File: config.mk
export PLATFORM = sky130hd
export DESIGN_NAME = tss_slave
export DESIGN_NICKNAME = d
export VERILOG_FILES = /design/src/rtl/tss_pkg.sv /design/src/rtl/tss_slave.sv
export VERILOG_INCLUDE_DIRS = /design/src /design/src/rtl
export SDC_FILE = /design/constraint.sdc
export NUM_CORES = 1
export LEC_CHECK = 0
export BUFFER_PORTS_ARGS = -buffer_cell sky130_fd_sc_hd__buf_2
export CORE_UTILIZATION = 30
export CTS_CLUSTER_DIAMETER = 120
export CTS_CLUSTER_SIZE = 40
export DETAILED_ROUTE_END_ITERATION = 8
export GPL_TIMING_DRIVEN = 0
export PLACE_DENSITY_LB_ADDON = 0.25
export SYNTH_ARGS = -nofsm -noshare
export SYNTH_HDL_FRONTEND = slang
export SYNTH_SLANG_ARGS = --single-unit
File: constraint.sdc
create_clock -name clock -period 2.95 [get_ports clock]
set_input_delay 0.295 -clock clock [delete_from_list [all_inputs] [get_ports clock]]
set_output_delay 0.295 -clock clock [all_outputs]
set_load 0.02 [all_outputs]
File: src/rtl/tss_defines.svh
// Purpose: Offsets, field positions, reset values and timing figures of the sensor slave
// Assumes: Included by bare name wherever these constants are needed
// Notes: Definitions only
`ifndef TSS_DEFINES_SVH
`define TSS_DEFINES_SVH
// Register pointer values
`define TSS_PTR_CAPABILITY 3'h0
`define TSS_PTR_CONFIG 3'h1
`define TSS_PTR_UPPER 3'h2
`define TSS_PTR_LOWER 3'h3
`define TSS_PTR_CRITICAL 3'h4
`define TSS_PTR_TEMPERATURE 3'h5
`define TSS_PTR_MAKER 3'h6
`define TSS_PTR_REVISION 3'h7
// Reset values
`define TSS_CAPABILITY_VALUE 16'h0077
`define TSS_REG_RESET 16'h0000
`define TSS_PTR_RESET 3'h0
// Fixed upper four bits of the slave address
`define TSS_ADDR_PREAMBLE 4'h3
// Configuration field positions
`define TSS_CFG_HYST_LSB 9
`define TSS_CFG_SHDN 8
`define TSS_CFG_LOCK_CRIT 7
`define TSS_CFG_LOCK_ALARM 6
`define TSS_CFG_CLEAR 5
`define TSS_CFG_STS 4
`define TSS_CFG_CTRL 3
`define TSS_CFG_CRIT_ONLY 2
`define TSS_CFG_POL 1
`define TSS_CFG_MODE 0
// Timing: clock rate and the two long intervals
`define TSS_CLK_MHZ 125
`define TSS_TIMEOUT_MS 25
`define TSS_CONV_MS 100
`define TSS_TIMEOUT_CYCLES (`TSS_TIMEOUT_MS * 1000 * `TSS_CLK_MHZ)
`define TSS_CONV_CYCLES (`TSS_CONV_MS * 1000 * `TSS_CLK_MHZ)
`endif

File: src/rtl/tss_pkg.sv
// Purpose: Types shared by the sensor slave
// Assumes: Nothing
// Notes: Constants live in tss_defines.svh
package tss_pkg;
   // Serial engine states, one-hot
   typedef enum logic [8:0] {
      ST_IDLE = 9'h001,
      ST_ADDR = 9'h002,
      ST_ACK_ADDR = 9'h004,
      ST_PTR = 9'h008,
      ST_ACK_PTR = 9'h010,
      ST_WR = 9'h020,
      ST_ACK_WR = 9'h040,
      ST_RD = 9'h080,
      ST_ACK_RD = 9'h100
   } tss_state_type;
   // Stored configuration fields
   typedef struct packed {
      logic [1:0] hyst;
      logic shdn;
      logic lock_crit;
      logic lock_alarm;
      logic crit_only;
      logic pol;
      logic ctrl;
      logic mode;
   } tss_cfg_type;
   // Limit comparison results
   typedef struct packed {
      logic over_crit;
      logic over_high;
      logic under_low;
   } tss_trip_type;
endpackage : tss_pkg

File: src/rtl/tss_slave.sv
// Purpose: Two-wire slave and register set of a digital temperature sensor
// Assumes: scl, sda, address pins and sensor code come from outside and are synchronised here
// Notes: sda and the event pin are open drain, driven low only while their enable is high
`timescale 1ns/1ns
`include "tss_defines.svh"
module tss_slave #(
   parameter int unsigned TIMEOUT_CYCLES = `TSS_TIMEOUT_CYCLES,
   parameter int unsigned CONV_CYCLES = `TSS_CONV_CYCLES,
   parameter logic [15:0] MAKER_CODE = 16'h00A5,   // Arbitrary value
   parameter logic [15:0] REVISION_CODE = 16'h005A // Arbitrary value
) (
   input wire logic clock,
   input wire logic reset,
   input wire logic scl_in,
   input wire logic sda_in,
   output logic sda_out,
   output logic sda_oe,
   input wire logic address_select_bit0,
   input wire logic address_select_bit1,
   input wire logic address_select_bit2,
   input wire logic [12:0] sensor_code,
   output logic event_out,
   output logic event_oe
);
   // Refuse counts the counters cannot serve
   if (TIMEOUT_CYCLES < 2 || CONV_CYCLES < 2) begin : g_bad_counts
      $error("Cycle counts must be at least two");
   end

   // Pin synchronisers, third stage for edge detection
   logic scl_s1_q, scl_s2_q, scl_s3_q;
   logic sda_s1_q, sda_s2_q, sda_s3_q;
   logic [2:0] asel_s1_q, asel_s2_q;
   logic [12:0] code_s1_q, code_s2_q;

   // Serial engine state
   tss_pkg::tss_state_type state_q;
   logic [3:0] cnt_q;        // Bits moved in the current byte
   logic [7:0] shift_q;      // Received byte
   logic [7:0] tx_q;         // Byte being sent
   logic rw_q;               // Direction bit of the last address
   logic byte_lo_q;          // Next read byte is the low byte
   logic mack_q;             // Master acknowledged the last read byte
   logic [1:0] wr_cnt_q;     // Data bytes received, saturating at 3
   logic [2:0] ptr_q;        // Register pointer
   logic [15:0] wdata_q;     // Collected write data
   logic sda_oe_q, sda_out_q;
   logic [31:0] tmo_cnt_q;

   // Register set
   tss_pkg::tss_cfg_type cfg_q;
   logic [15:0] upper_q, lower_q, crit_q;
   logic [12:0] temp_q;
   logic [31:0] conv_cnt_q;
   logic event_sts_q, cond_prev_q;
   logic event_oe_q, event_out_q;

   // Edge and condition decode
   wire scl_rise = scl_s2_q & ~scl_s3_q;
   wire scl_fall = ~scl_s2_q & scl_s3_q;
   wire start_seen = scl_s2_q & scl_s3_q & sda_s3_q & ~sda_s2_q;
   wire stop_seen = scl_s2_q & scl_s3_q & ~sda_s3_q & sda_s2_q;
   wire byte_done = scl_fall && cnt_q == 4'h8;
   wire addr_match = shift_q[7:1] == {`TSS_ADDR_PREAMBLE, asel_s2_q};
   wire timeout_hit = tmo_cnt_q == 32'(TIMEOUT_CYCLES - 1);
   wire conv_tick = conv_cnt_q == 32'(CONV_CYCLES - 1);
   wire commit = stop_seen && wr_cnt_q == 2'h2;

   // Limit comparisons, limits aligned to the reading's quarter-degree bit
   wire signed [12:0] temp_s = temp_q;
   wire signed [12:0] upper_s = {upper_q[12:2], 2'h0};
   wire signed [12:0] lower_s = {lower_q[12:2], 2'h0};
   wire signed [12:0] crit_s = {crit_q[12:2], 2'h0};
   tss_pkg::tss_trip_type trip;
   assign trip.over_crit = temp_s > crit_s;
   assign trip.over_high = temp_s > upper_s;
   assign trip.under_low = temp_s < lower_s;
   wire cond = cfg_q.crit_only ? trip.over_crit : |trip;

   // Event pin level: disabled looks like not asserted in the chosen polarity
   wire shown = cfg_q.ctrl & event_sts_q;
   wire pin_level = cfg_q.pol ? shown : ~shown;

   // Read view of all eight registers
   wire [15:0] cfg_word = {5'h00, cfg_q.hyst, cfg_q.shdn, cfg_q.lock_crit, cfg_q.lock_alarm,
                           1'h0, shown, cfg_q.ctrl, cfg_q.crit_only, cfg_q.pol, cfg_q.mode};
   wire [15:0] temp_word = {trip, temp_q};
   logic [15:0] rd_word;
   assign rd_word = ptr_q == `TSS_PTR_CAPABILITY ? `TSS_CAPABILITY_VALUE :
                    ptr_q == `TSS_PTR_CONFIG ? cfg_word :
                    ptr_q == `TSS_PTR_UPPER ? upper_q :
                    ptr_q == `TSS_PTR_LOWER ? lower_q :
                    ptr_q == `TSS_PTR_CRITICAL ? crit_q :
                    ptr_q == `TSS_PTR_TEMPERATURE ? temp_word :
                    ptr_q == `TSS_PTR_MAKER ? MAKER_CODE : REVISION_CODE;
   wire [7:0] next_byte = byte_lo_q ? rd_word[7:0] : rd_word[15:8];

   // Configuration write permissions
   wire cfg_hit = commit && ptr_q == `TSS_PTR_CONFIG;
   wire locked = cfg_q.lock_crit | cfg_q.lock_alarm;
   wire clear_req = cfg_hit && wdata_q[`TSS_CFG_CLEAR];

   // Outputs straight from flip-flops
   assign sda_out = sda_out_q;
   assign sda_oe = sda_oe_q;
   assign event_out = event_out_q;
   assign event_oe = event_oe_q;

   // Two-stage synchronisers for scl, sda, address pins and sensor code; reset is used unsynchronised
   always_ff @(posedge clock) begin
      scl_s1_q <= scl_in;
      scl_s2_q <= scl_s1_q;
      scl_s3_q <= scl_s2_q;
      sda_s1_q <= sda_in;
      sda_s2_q <= sda_s1_q;
      sda_s3_q <= sda_s2_q;
      asel_s1_q <= {address_select_bit2, address_select_bit1, address_select_bit0};
      asel_s2_q <= asel_s1_q;
      code_s1_q <= sensor_code;
      code_s2_q <= code_s1_q;
   end

   // Scl low timeout while a command is open
   always_ff @(posedge clock) begin
      if (reset || state_q == tss_pkg::ST_IDLE || scl_s2_q || timeout_hit) begin
         tmo_cnt_q <= 32'h0000_0000;
      end else begin
         tmo_cnt_q <= tmo_cnt_q + 32'h0000_0001;
      end
   end

   // Serial engine: sample on scl rise, change sda on scl fall
   always_ff @(posedge clock) begin
      sda_out_q <= 1'h0;
      if (reset) begin
         state_q <= tss_pkg::ST_IDLE;
         cnt_q <= 4'h0;
         shift_q <= 8'h00;
         tx_q <= 8'h00;
         rw_q <= 1'h0;
         byte_lo_q <= 1'h0;
         mack_q <= 1'h0;
         wr_cnt_q <= 2'h0;
         ptr_q <= `TSS_PTR_RESET;
         wdata_q <= `TSS_REG_RESET;
         sda_oe_q <= 1'h0;
      end else if (stop_seen || timeout_hit) begin
         // Stop or timeout closes the command and frees sda
         state_q <= tss_pkg::ST_IDLE;
         sda_oe_q <= 1'h0;
         wr_cnt_q <= 2'h0;
      end else if (start_seen) begin
         // Start or repeated start: expect an address
         state_q <= tss_pkg::ST_ADDR;
         cnt_q <= 4'h0;
         sda_oe_q <= 1'h0;
         wr_cnt_q <= 2'h0;
      end else begin
         unique case (state_q)
            tss_pkg::ST_IDLE: begin
               // Bus traffic ignored until start
               cnt_q <= 4'h0;
            end
            tss_pkg::ST_ADDR, tss_pkg::ST_PTR, tss_pkg::ST_WR: begin
               if (scl_rise) begin
                  shift_q <= {shift_q[6:0], sda_s2_q};
                  cnt_q <= cnt_q + 4'h1;
               end else if (byte_done) begin
                  cnt_q <= 4'h0;
                  if (state_q == tss_pkg::ST_ADDR) begin
                     // Only a matching address is answered
                     state_q <= addr_match ? tss_pkg::ST_ACK_ADDR : tss_pkg::ST_IDLE;
                     sda_oe_q <= addr_match;
                     rw_q <= shift_q[0];
                  end else if (state_q == tss_pkg::ST_PTR) begin
                     ptr_q <= shift_q[2:0];
                     state_q <= tss_pkg::ST_ACK_PTR;
                     sda_oe_q <= 1'h1;
                  end else begin
                     // First data byte is the high byte
                     if (wr_cnt_q == 2'h0) begin
                        wdata_q[15:8] <= shift_q;
                     end else if (wr_cnt_q == 2'h1) begin
                        wdata_q[7:0] <= shift_q;
                     end
                     if (wr_cnt_q != 2'h3) begin
                        wr_cnt_q <= wr_cnt_q + 2'h1;
                     end
                     state_q <= tss_pkg::ST_ACK_WR;
                     sda_oe_q <= 1'h1;
                  end
               end
            end
            tss_pkg::ST_ACK_ADDR: begin
               if (scl_fall) begin
                  if (rw_q) begin
                     // Read: start with the high byte of the pointed register
                     state_q <= tss_pkg::ST_RD;
                     tx_q <= rd_word[15:8];
                     sda_oe_q <= ~rd_word[15];
                     byte_lo_q <= 1'h1;
                  end else begin
                     state_q <= tss_pkg::ST_PTR;
                     sda_oe_q <= 1'h0;
                  end
               end
            end
            tss_pkg::ST_ACK_PTR, tss_pkg::ST_ACK_WR: begin
               if (scl_fall) begin
                  state_q <= tss_pkg::ST_WR;
                  sda_oe_q <= 1'h0;
               end
            end
            tss_pkg::ST_RD: begin
               if (scl_rise) begin
                  cnt_q <= cnt_q + 4'h1;
               end else if (byte_done) begin
                  // Release for the master's acknowledge slot
                  cnt_q <= 4'h0;
                  state_q <= tss_pkg::ST_ACK_RD;
                  sda_oe_q <= 1'h0;
               end else if (scl_fall) begin
                  sda_oe_q <= ~tx_q[6];
                  tx_q <= {tx_q[6:0], 1'h0};
               end
            end
            tss_pkg::ST_ACK_RD: begin
               if (scl_rise) begin
                  mack_q <= ~sda_s2_q;
               end else if (scl_fall) begin
                  if (mack_q) begin
                     // Acknowledged: keep sending, alternating bytes
                     state_q <= tss_pkg::ST_RD;
                     tx_q <= next_byte;
                     sda_oe_q <= ~next_byte[7];
                     byte_lo_q <= ~byte_lo_q;
                  end else begin
                     state_q <= tss_pkg::ST_IDLE;
                     sda_oe_q <= 1'h0;
                  end
               end
            end
         endcase
      end
   end

   // Conversion timer runs free of the serial engine
   always_ff @(posedge clock) begin
      if (reset || conv_tick) begin
         conv_cnt_q <= 32'h0000_0000;
      end else begin
         conv_cnt_q <= conv_cnt_q + 32'h0000_0001;
      end
   end

   // Latest reading, frozen while shut down
   always_ff @(posedge clock) begin
      if (reset) begin
         temp_q <= 13'h0000;
      end else if (conv_tick && !cfg_q.shdn) begin
         temp_q <= code_s2_q;
      end
   end

   // Writable registers, committed at stop
   always_ff @(posedge clock) begin
      if (reset) begin
         cfg_q <= '0;
         upper_q <= `TSS_REG_RESET;
         lower_q <= `TSS_REG_RESET;
         crit_q <= `TSS_REG_RESET;
      end else if (commit) begin
         if (ptr_q == `TSS_PTR_UPPER && !cfg_q.lock_alarm) begin
            upper_q <= wdata_q;
         end
         if (ptr_q == `TSS_PTR_LOWER && !cfg_q.lock_alarm) begin
            lower_q <= wdata_q;
         end
         if (ptr_q == `TSS_PTR_CRITICAL && !cfg_q.lock_crit) begin
            crit_q <= wdata_q;
         end
         if (cfg_hit) begin
            // Locks only set; mode bits frozen while a lock is set
            cfg_q.hyst <= wdata_q[`TSS_CFG_HYST_LSB+1:`TSS_CFG_HYST_LSB];
            cfg_q.shdn <= wdata_q[`TSS_CFG_SHDN];
            cfg_q.lock_crit <= cfg_q.lock_crit | wdata_q[`TSS_CFG_LOCK_CRIT];
            cfg_q.lock_alarm <= cfg_q.lock_alarm | wdata_q[`TSS_CFG_LOCK_ALARM];
            if (!locked) begin
               cfg_q.ctrl <= wdata_q[`TSS_CFG_CTRL];
               cfg_q.crit_only <= wdata_q[`TSS_CFG_CRIT_ONLY];
               cfg_q.pol <= wdata_q[`TSS_CFG_POL];
               cfg_q.mode <= wdata_q[`TSS_CFG_MODE];
            end
         end
      end
   end

   // Event status: comparator follows, interrupt latches until cleared
   always_ff @(posedge clock) begin
      if (reset) begin
         event_sts_q <= 1'h0;
         cond_prev_q <= 1'h0;
      end else if (!cfg_q.shdn) begin
         cond_prev_q <= cond;
         if (!cfg_q.mode) begin
            event_sts_q <= cond;
         end else if (cond && !cond_prev_q) begin
            event_sts_q <= 1'h1; // Set wins over a clear in the same cycle
         end else if (clear_req) begin
            event_sts_q <= 1'h0;
         end
      end
   end

   // Open-drain event pin
   always_ff @(posedge clock) begin
      event_out_q <= 1'h0;
      if (reset) begin
         event_oe_q <= 1'h0;
      end else begin
         event_oe_q <= ~pin_level;
      end
   end
endmodule : tss_slave
==> impl_results.md, run 1 <==
- Fin area: 11800 sq um
- CTS Buf Count: 10
- Startpoint types: flip-flop
- Required time of the critical path: 3.33 ns
- Vias: 8218
- Top FF cell, synth: dfxtp_1
- Initial antenna violation count: 0
- Dpl hpwl: 19900 um
- Storage element area: 4560 sq um
- Vias per cell: 4.87
- WL final: 26900 um
- Die area: 36100 sq um
- Final ANT Viol Nets: 0
- Crit path max fanout: 3
- TritonCTS Sinks: 228
- Final GP Congestion: 0.891
- Static Leak: 4.58 nW
- PortBufs: 21
- Power per cell area: 432 nW/um^2
- Min-Delay Path Depth: 4
- Worst hold endpoint: tx_q[5]$_SDFFE_PP0P_
- Share of layout cells above drive strength 1: 0.0730
- Largest net degree at the start of global routing: 41
- Worst Hold Class: in2reg
- Final Cycle Share: 0.938
- Total grt overflow: 0
- First-pass DRT Iterations: 5
- Measured slew at the worst slew-check pin: 1.05 ns
- Max Root-Sink Buffers: 3
- DR iter-0 viols: 543
- First-pass GRT wire length: 43300 um
- Max cap viols: 0
- Combined area of all synthesized cells: 10600 sq um
- Core box area: 34600 sq um
- Vias in the first global route: 7859
- Fin worst setup slack: 0.182 ns
- Slew HR: 0.298
- Filler Cell Count: 3557
- Ys Warns: 0
- Cell Area, Placed: 11300 sq um
- Synth cell types: 82
- R2r startpoint: upper_q[8]$_SDFFE_PP0P_
- Pre-CTS WS: 0.0719 ns
- TNS Setup: 0 ns
- FF-to-FF End: tx_q[6]$_SDFFE_PP0P_
- Mapped Cells: 1178
- Synth Register Bits: 228
- GR Util All Layers: 0.150
- IR drop worst, VDD: 0.350 mV
- Die Span Y: 190 um
- Worst-skew pair later-pin latency: 0.50 ns
- Clk root buf: clkbuf_16
- Hold WS: 0.212 ns
- Starting Density: 0.306
- # H-tree levels: 1
- CP arrival: 3.14 ns
- Diodes inserted: 0
- Setup Skew: 0.0533 ns
- Crit end category: flip-flop
- Achievable frequency: 0.361 GHz
- Critical path class: reg2reg
- Row count: 68
- Post-synthesis sequential area ratio: 0.431
- Status: complete, no violations
- Post-layout min period: 2.77 ns
- CTS tree: built
- DR WL/cell: 15.9 um
- Slew Limit Fails: 0
- Final #Nets: 1290
- I/O Pins: 24
- RSZ-0062 raised after global routing: no
- Clock slew at reported path FFs: 0.15 ns
- Endpoints failing setup: 0
- Die span in x: 190 um
- Post-synthesis async set-or-reset flop share: 0
- Post-route DRC: 0
- Number of synthesized flops with an enable pin: 0
- Hold Fails Final Rpt: 0
- Reg2reg setup slack: 0.18 ns
- Avg Inst Size Synth: 9.00 sq um
- Area growth, synth to finish: 11.5%
- Multi-input logic area: 5580 sq um
- FF-to-FF path depth: 9
- Worst hold start: reset
- Final Core Density: 0.341
- # Post-CTS Setup Buffers: 0
## worst max-delay path by stage
stage / endpoint / cells after the start / start
finish: tx_q[6]$_SDFFE_PP0P_ / 9 / upper_q[8]$_SDFFE_PP0P_
floorplan: tx_q[6]$_SDFFE_PP0P_ / 9 / upper_q[6]$_SDFFE_PP0P_
detailed placement: tx_q[6]$_SDFFE_PP0P_ / 9 / upper_q[7]$_SDFFE_PP0P_
global route: tx_q[6]$_SDFFE_PP0P_ / 9 / upper_q[7]$_SDFFE_PP0P_
CTS: tx_q[6]$_SDFFE_PP0P_ / 9 / upper_q[8]$_SDFFE_PP0P_
global placement: tx_q[6]$_SDFFE_PP0P_ / 9 / upper_q[8]$_SDFFE_PP0P_
## per-layer routing
metal,wire length [um],vias up,track usage
met2,12500,123,0.254
met3,835,28,0.0153
li1,-,4183,-
met5,0,-,0
met1,13100,3884,0.207
met4,393,0,0.0292
## synthesized netlist by cell type (7+ instances only)
library cell	number	share of area
a211oi_1	7	0.0050
nand4_1	21	0.012
nand3_1	44	0.021
nor4_1	13	0.0077
nor2b_1	10	0.0059
ha_1	40	0.047
xor2_1	41	0.034
and3_1	12	0.0071
mux2i_1	114	0.11
xnor2_1	23	0.019
o21ai_0	38	0.018
dfxtp_1	228	0.43
nand2_1	62	0.022
a21oi_1	34	0.016
nor3_1	12	0.0057
nor2_1	210	0.074
nand2b_1	13	0.0077
inv_1	50	0.018
buf_2	15	0.0071
or3_1	13	0.0077
clkbuf_1	32	0.011
a31oi_1	8	0.0047
## power by group
group / internal (mW) / total (mW) / switching [mW]
Clock: 0.798 / 1.84 / 1.04
Combinational: 0.0473 / 0.133 / 0.0855
Sequential: 3.11 / 3.13 / 0.0148
Total: 3.96 / 5.10 / 1.14
## cell families (layout without fill, tap and decap cells)
| kind of cell | Yosys count | in the layout | synth area share |
|---|---|---|---|
| compound gates | 153 | 153 | 0.0951 |
| flops | 228 | 228 | 0.431 |
| other cells | 1 | 2 | 0.000354 |
| simple gates | 466 | 466 | 0.218 |
| fa+ha+maj | 40 | 40 | 0.0472 |
| mux | 118 | 118 | 0.112 |
| xor+xnor | 64 | 64 | 0.0529 |
| buf+inv | 108 | 162 | 0.0436 |
## repair_timing
| action | 4_1_cts | 5_1_grt |
|---|---|---|
| setup endpoints to repair | 0 | 1 |
| gates resized for setup | 0 | 1 |
| hold buffers | 18 | 0 |
| hold endpoints to repair | 18 | 0 |
## state kept, by name, indices dropped and copies added, names as in the netlist, 2 cells and up
signal,flops
asel_s1_q,3
asel_s2_q,3
cfg_q,9
cnt_q,4
code_s1_q,13
code_s2_q,13
conv_cnt_q,32
crit_q,16
lower_q,16
ptr_q,3
shift_q,8
state_q,9
temp_q,13
tmo_cnt_q,32
tx_q,7
upper_q,16
wdata_q,16
wr_cnt_q,2
## critical path: stages, from the launching register on
cell      delay (ns)
dfxtp_1         0.40
inv_1           0.06
ha_1            0.29
nand4_1         0.16
nor4_2          0.37
a21boi_0        0.14
a221o_1         0.47
or4b_1          0.48
o311ai_0        0.10
a311oi_1        0.14
## stage by stage
stage	power, mW	cells
6_report	5.10	1688
5_1_grt	5.32	1688
4_1_cts	5.18	1688
3_5_place_dp	3.31	1655
3_3_place_gp	3.31	1655
2_1_floorplan	3.26	1179
## cells in the final DEF (no fill, tap or decap), types with 4 or more instances in the layout
cell	count
a22oi_1	6
clkbuf_1	32
dlygate4sd3_1	18
clkbuf_16	11
nor4b_1	4
nor2b_1	10
or3_1	13
and3_1	12
nand3b_1	6
nand2_1	62
nor3_1	12
a221oi_1	5
o211ai_1	5
ha_1	40
mux2i_1	114
a21oi_1	34
nand2b_1	13
buf_1	4
a31oi_1	8
inv_1	50
nor4_1	12
o21ai_0	38
a21o_1	6
buf_4	4
nor2_1	210
xor2_1	41
xnor2_1	23
nand4_1	21
buf_2	36
o22ai_1	6
nor2_2	5
a211oi_1	7
dfxtp_1	228
nand3_1	44
and2_1	5
and4_1	5
## area by class of cell
| class | instances | share of cell area |
|---|---|---|
| buffer | 58 | 0.0232 |
| clock buffer | 11 | 0.0233 |
| clock inverter | 4 | 0.00656 |
| inverter | 50 | 0.0159 |
| multi-input combinational | 843 | 0.473 |
| sequential | 228 | 0.386 |
| tap | 455 | 0.0482 |
| timing repair buffer | 39 | 0.0241 |
No activity file was read; power rests on OpenSTA's default activity.
==> inputs of run 2 (changes only) <==
PLACE_DENSITY_LB_ADDON = unset   (was 0.25)
==> run 2 against run 1 <==
Sequential power hardly changed. Worst hold slack better by 0.0040 ns. Power is 4.5% lower. Register-to-register slack better by 0.05 ns. Sequential share of layout area is 0.25 points higher. Non-clock buffer count stayed put. Critical path depth stayed put. Routed wire length is 3.6% lower. Core utilization is 0.22 points lower. Highest routed layer unchanged. Die area stayed put. Critical path type unchanged. Cell area is 0.65% lower. Count of clock-buffer cells in the layout is 1 lower.
==> impl_results.md, run 2 (synthesized netlist as in run 1, its figures left out) <==
- Fin worst setup slack: 0.227 ns
- Slew HR: 0.351
- Measured slew at the worst slew-check pin: 0.968 ns
- Core box area: 34600 sq um
- Sequential Power Share: 0.642
- Row count: 68
- Fin area: 11700 sq um
- DR iter-0 viols: 645
- Required time of the critical path: 3.32 ns
- Clk root buf: clkbuf_16
- Clock share of power: 0.331
- Max cap viols: 0
- Static Leak: 4.54 nW
- Slew Limit Fails: 0
- Largest net degree at the start of global routing: 41
- IR drop worst, VDD: 0.345 mV
- Setup Skew: 0.0227 ns
- Endpoints failing setup: 0
- Cell family with most CP delay: simple AND/OR/NAND/NOR gates
- CP arrival: 3.09 ns
- Critical path class: reg2reg
- Worst path bufs/invs: 1
- Worst-skew pair later-pin latency: 0.49 ns
- CTS Buf Count: 9
- Die area: 36100 sq um
- Commonest non-fill, non-tap cell in the layout: dfxtp_1
- Final #Nets: 1289
- RSZ-0062 raised after global routing: no
- Share of layout cells above drive strength 1: 0.0699
- Final GP Congestion: 0.925
- I/O Pins: 24
- Area growth, synth to finish: 10.8%
- Die span in x: 190 um
- Total grt overflow: 0
- Tot Pwr: 4.87 mW
- Vias: 8331
- Final Cycle Share: 0.923
- Pre-CTS WS: 0.117 ns
- Achievable frequency: 0.367 GHz
- Vias per cell: 4.94
- # Post-CTS Setup Buffers: 0
- PortBufs: 21
- Crit end category: flip-flop
- GR Util All Layers: 0.144
- Switching Share: 0.216
- Initial antenna violation count: 0
- TritonCTS Sinks: 228
- TNS Setup: 0 ns
- Power per cell area: 415 nW/um^2
- # H-tree levels: 1
- Post-route DRC: 0
- Crit path max fanout: 3
- Status: complete, no violations
- Final std cells w/o fill: 1685
- Int Pwr: 3.82 mW
- Placed cells: 1655
- CTS tree: built
- Die Span Y: 190 um
- DR WL/cell: 15.4 um
- Most frequent cells in the layout: dfxtp_1 (228), nor2_1 (210), mux2i_1 (114)
- Clock slew at reported path FFs: 0.15 ns
- P_sw: 1.05 mW
- Post-layout min period: 2.72 ns
- WL final: 25900 um
- Startpoint types: flip-flop
- Worst Hold Class: in2reg
- Hold WS: 0.216 ns
- Diodes inserted: 0
- Dpl hpwl: 19200 um
- Cell Area, Placed: 11300 sq um
- Vias in the first global route: 8041
- Max Root-Sink Buffers: 3
- First-pass DRT Iterations: 5
- First-pass GRT wire length: 42100 um
- Filler Cell Count: 3597
- Combinational Power Share: 0.027
- Biggest regs: conv_cnt_q x32, tmo_cnt_q x32
- Final Core Density: 0.339
- CP max-delay cell: or4b_1
- Slowest cell delay on critical path: 0.49 ns
- Final ANT Viol Nets: 0
- Worst-path cell chain: inv_1 -> ha_1 -> nand4_1 -> nor4_4 -> a21boi_0 -> a221o_1 -> or4b_1 -> o311ai_0 -> a311oi_1
- Starting Density: 0.306
- Hold Fails Final Rpt: 0
## run 2: cell count changes in the layout (fill, tap and decap cells not counted), sizes merged
cell / change
clkbuf: -1
clkinv: -2
## run 2: path summary, 6_finish.rpt
check / startpoint / end / slack [ns] / cells past startpoint
worst min-delay path: reset / tx_q[5]$_SDFFE_PP0P_ / 0.22 / 4
worst max register to register: upper_q[8]$_SDFFE_PP0P_ / tx_q[6]$_SDFFE_PP0P_ / 0.23 / 9
worst max-delay path: upper_q[8]$_SDFFE_PP0P_ / tx_q[6]$_SDFFE_PP0P_ / 0.23 / 9
worst min register to register: code_s1_q[4]$_DFF_P_ / code_s2_q[4]$_DFF_P_ / 0.33 / 0
## run 2: repair_timing
item | 4_1_cts | 5_1_grt
hold buffers | 18 | 0
endpoints found under the hold margin | 18 | 0
endpoints found under the setup margin | 0 | 1
resized for setup | 0 | 2
## run 2: area by class of cell
cell class                      instances  area, sq um  share of cell area
Sequential cell                       228         4560               0.389
Timing Repair Buffer                   39          285              0.0243
Clock inverter                          2         38.8             0.00330
Multi-Input combinational cell        843         5590               0.476
Inverter                               50          188              0.0160
Buffer                                 58          274              0.0233
Clock buffer                           10          229              0.0195
Tap cell                              455          569              0.0485
## run 2: tightest hold or removal path, cell delays in order
cell and delay [ns]:
buf_2 0.17, a221oi_1 0.07, nand2_1 0.07, o211ai_1 0.07
## run 2: routing by layer
layer	GRT usage	share of wire	vias to the layer above	routed length [um]
met4	0.0506	0.034	0	872
met2	0.237	0.45	175	11800
li1	-	-	4171	-
met5	0	0	-	0
met3	0.0166	0.046	49	1190
met1	0.194	0.47	3936	12100
## run 2: power groups by stage
stage / Sequential (mW) / Clock (mW) / Combinational [mW]
3_3_place_gp: 3.19 / 0 / 0.113
6_report: 3.13 / 1.61 / 0.132
3_5_place_dp: 3.19 / 0 / 0.114
5_1_grt: 3.13 / 1.78 / 0.145
2_1_floorplan: 3.19 / 0 / 0.0681
4_1_cts: 3.13 / 1.68 / 0.132
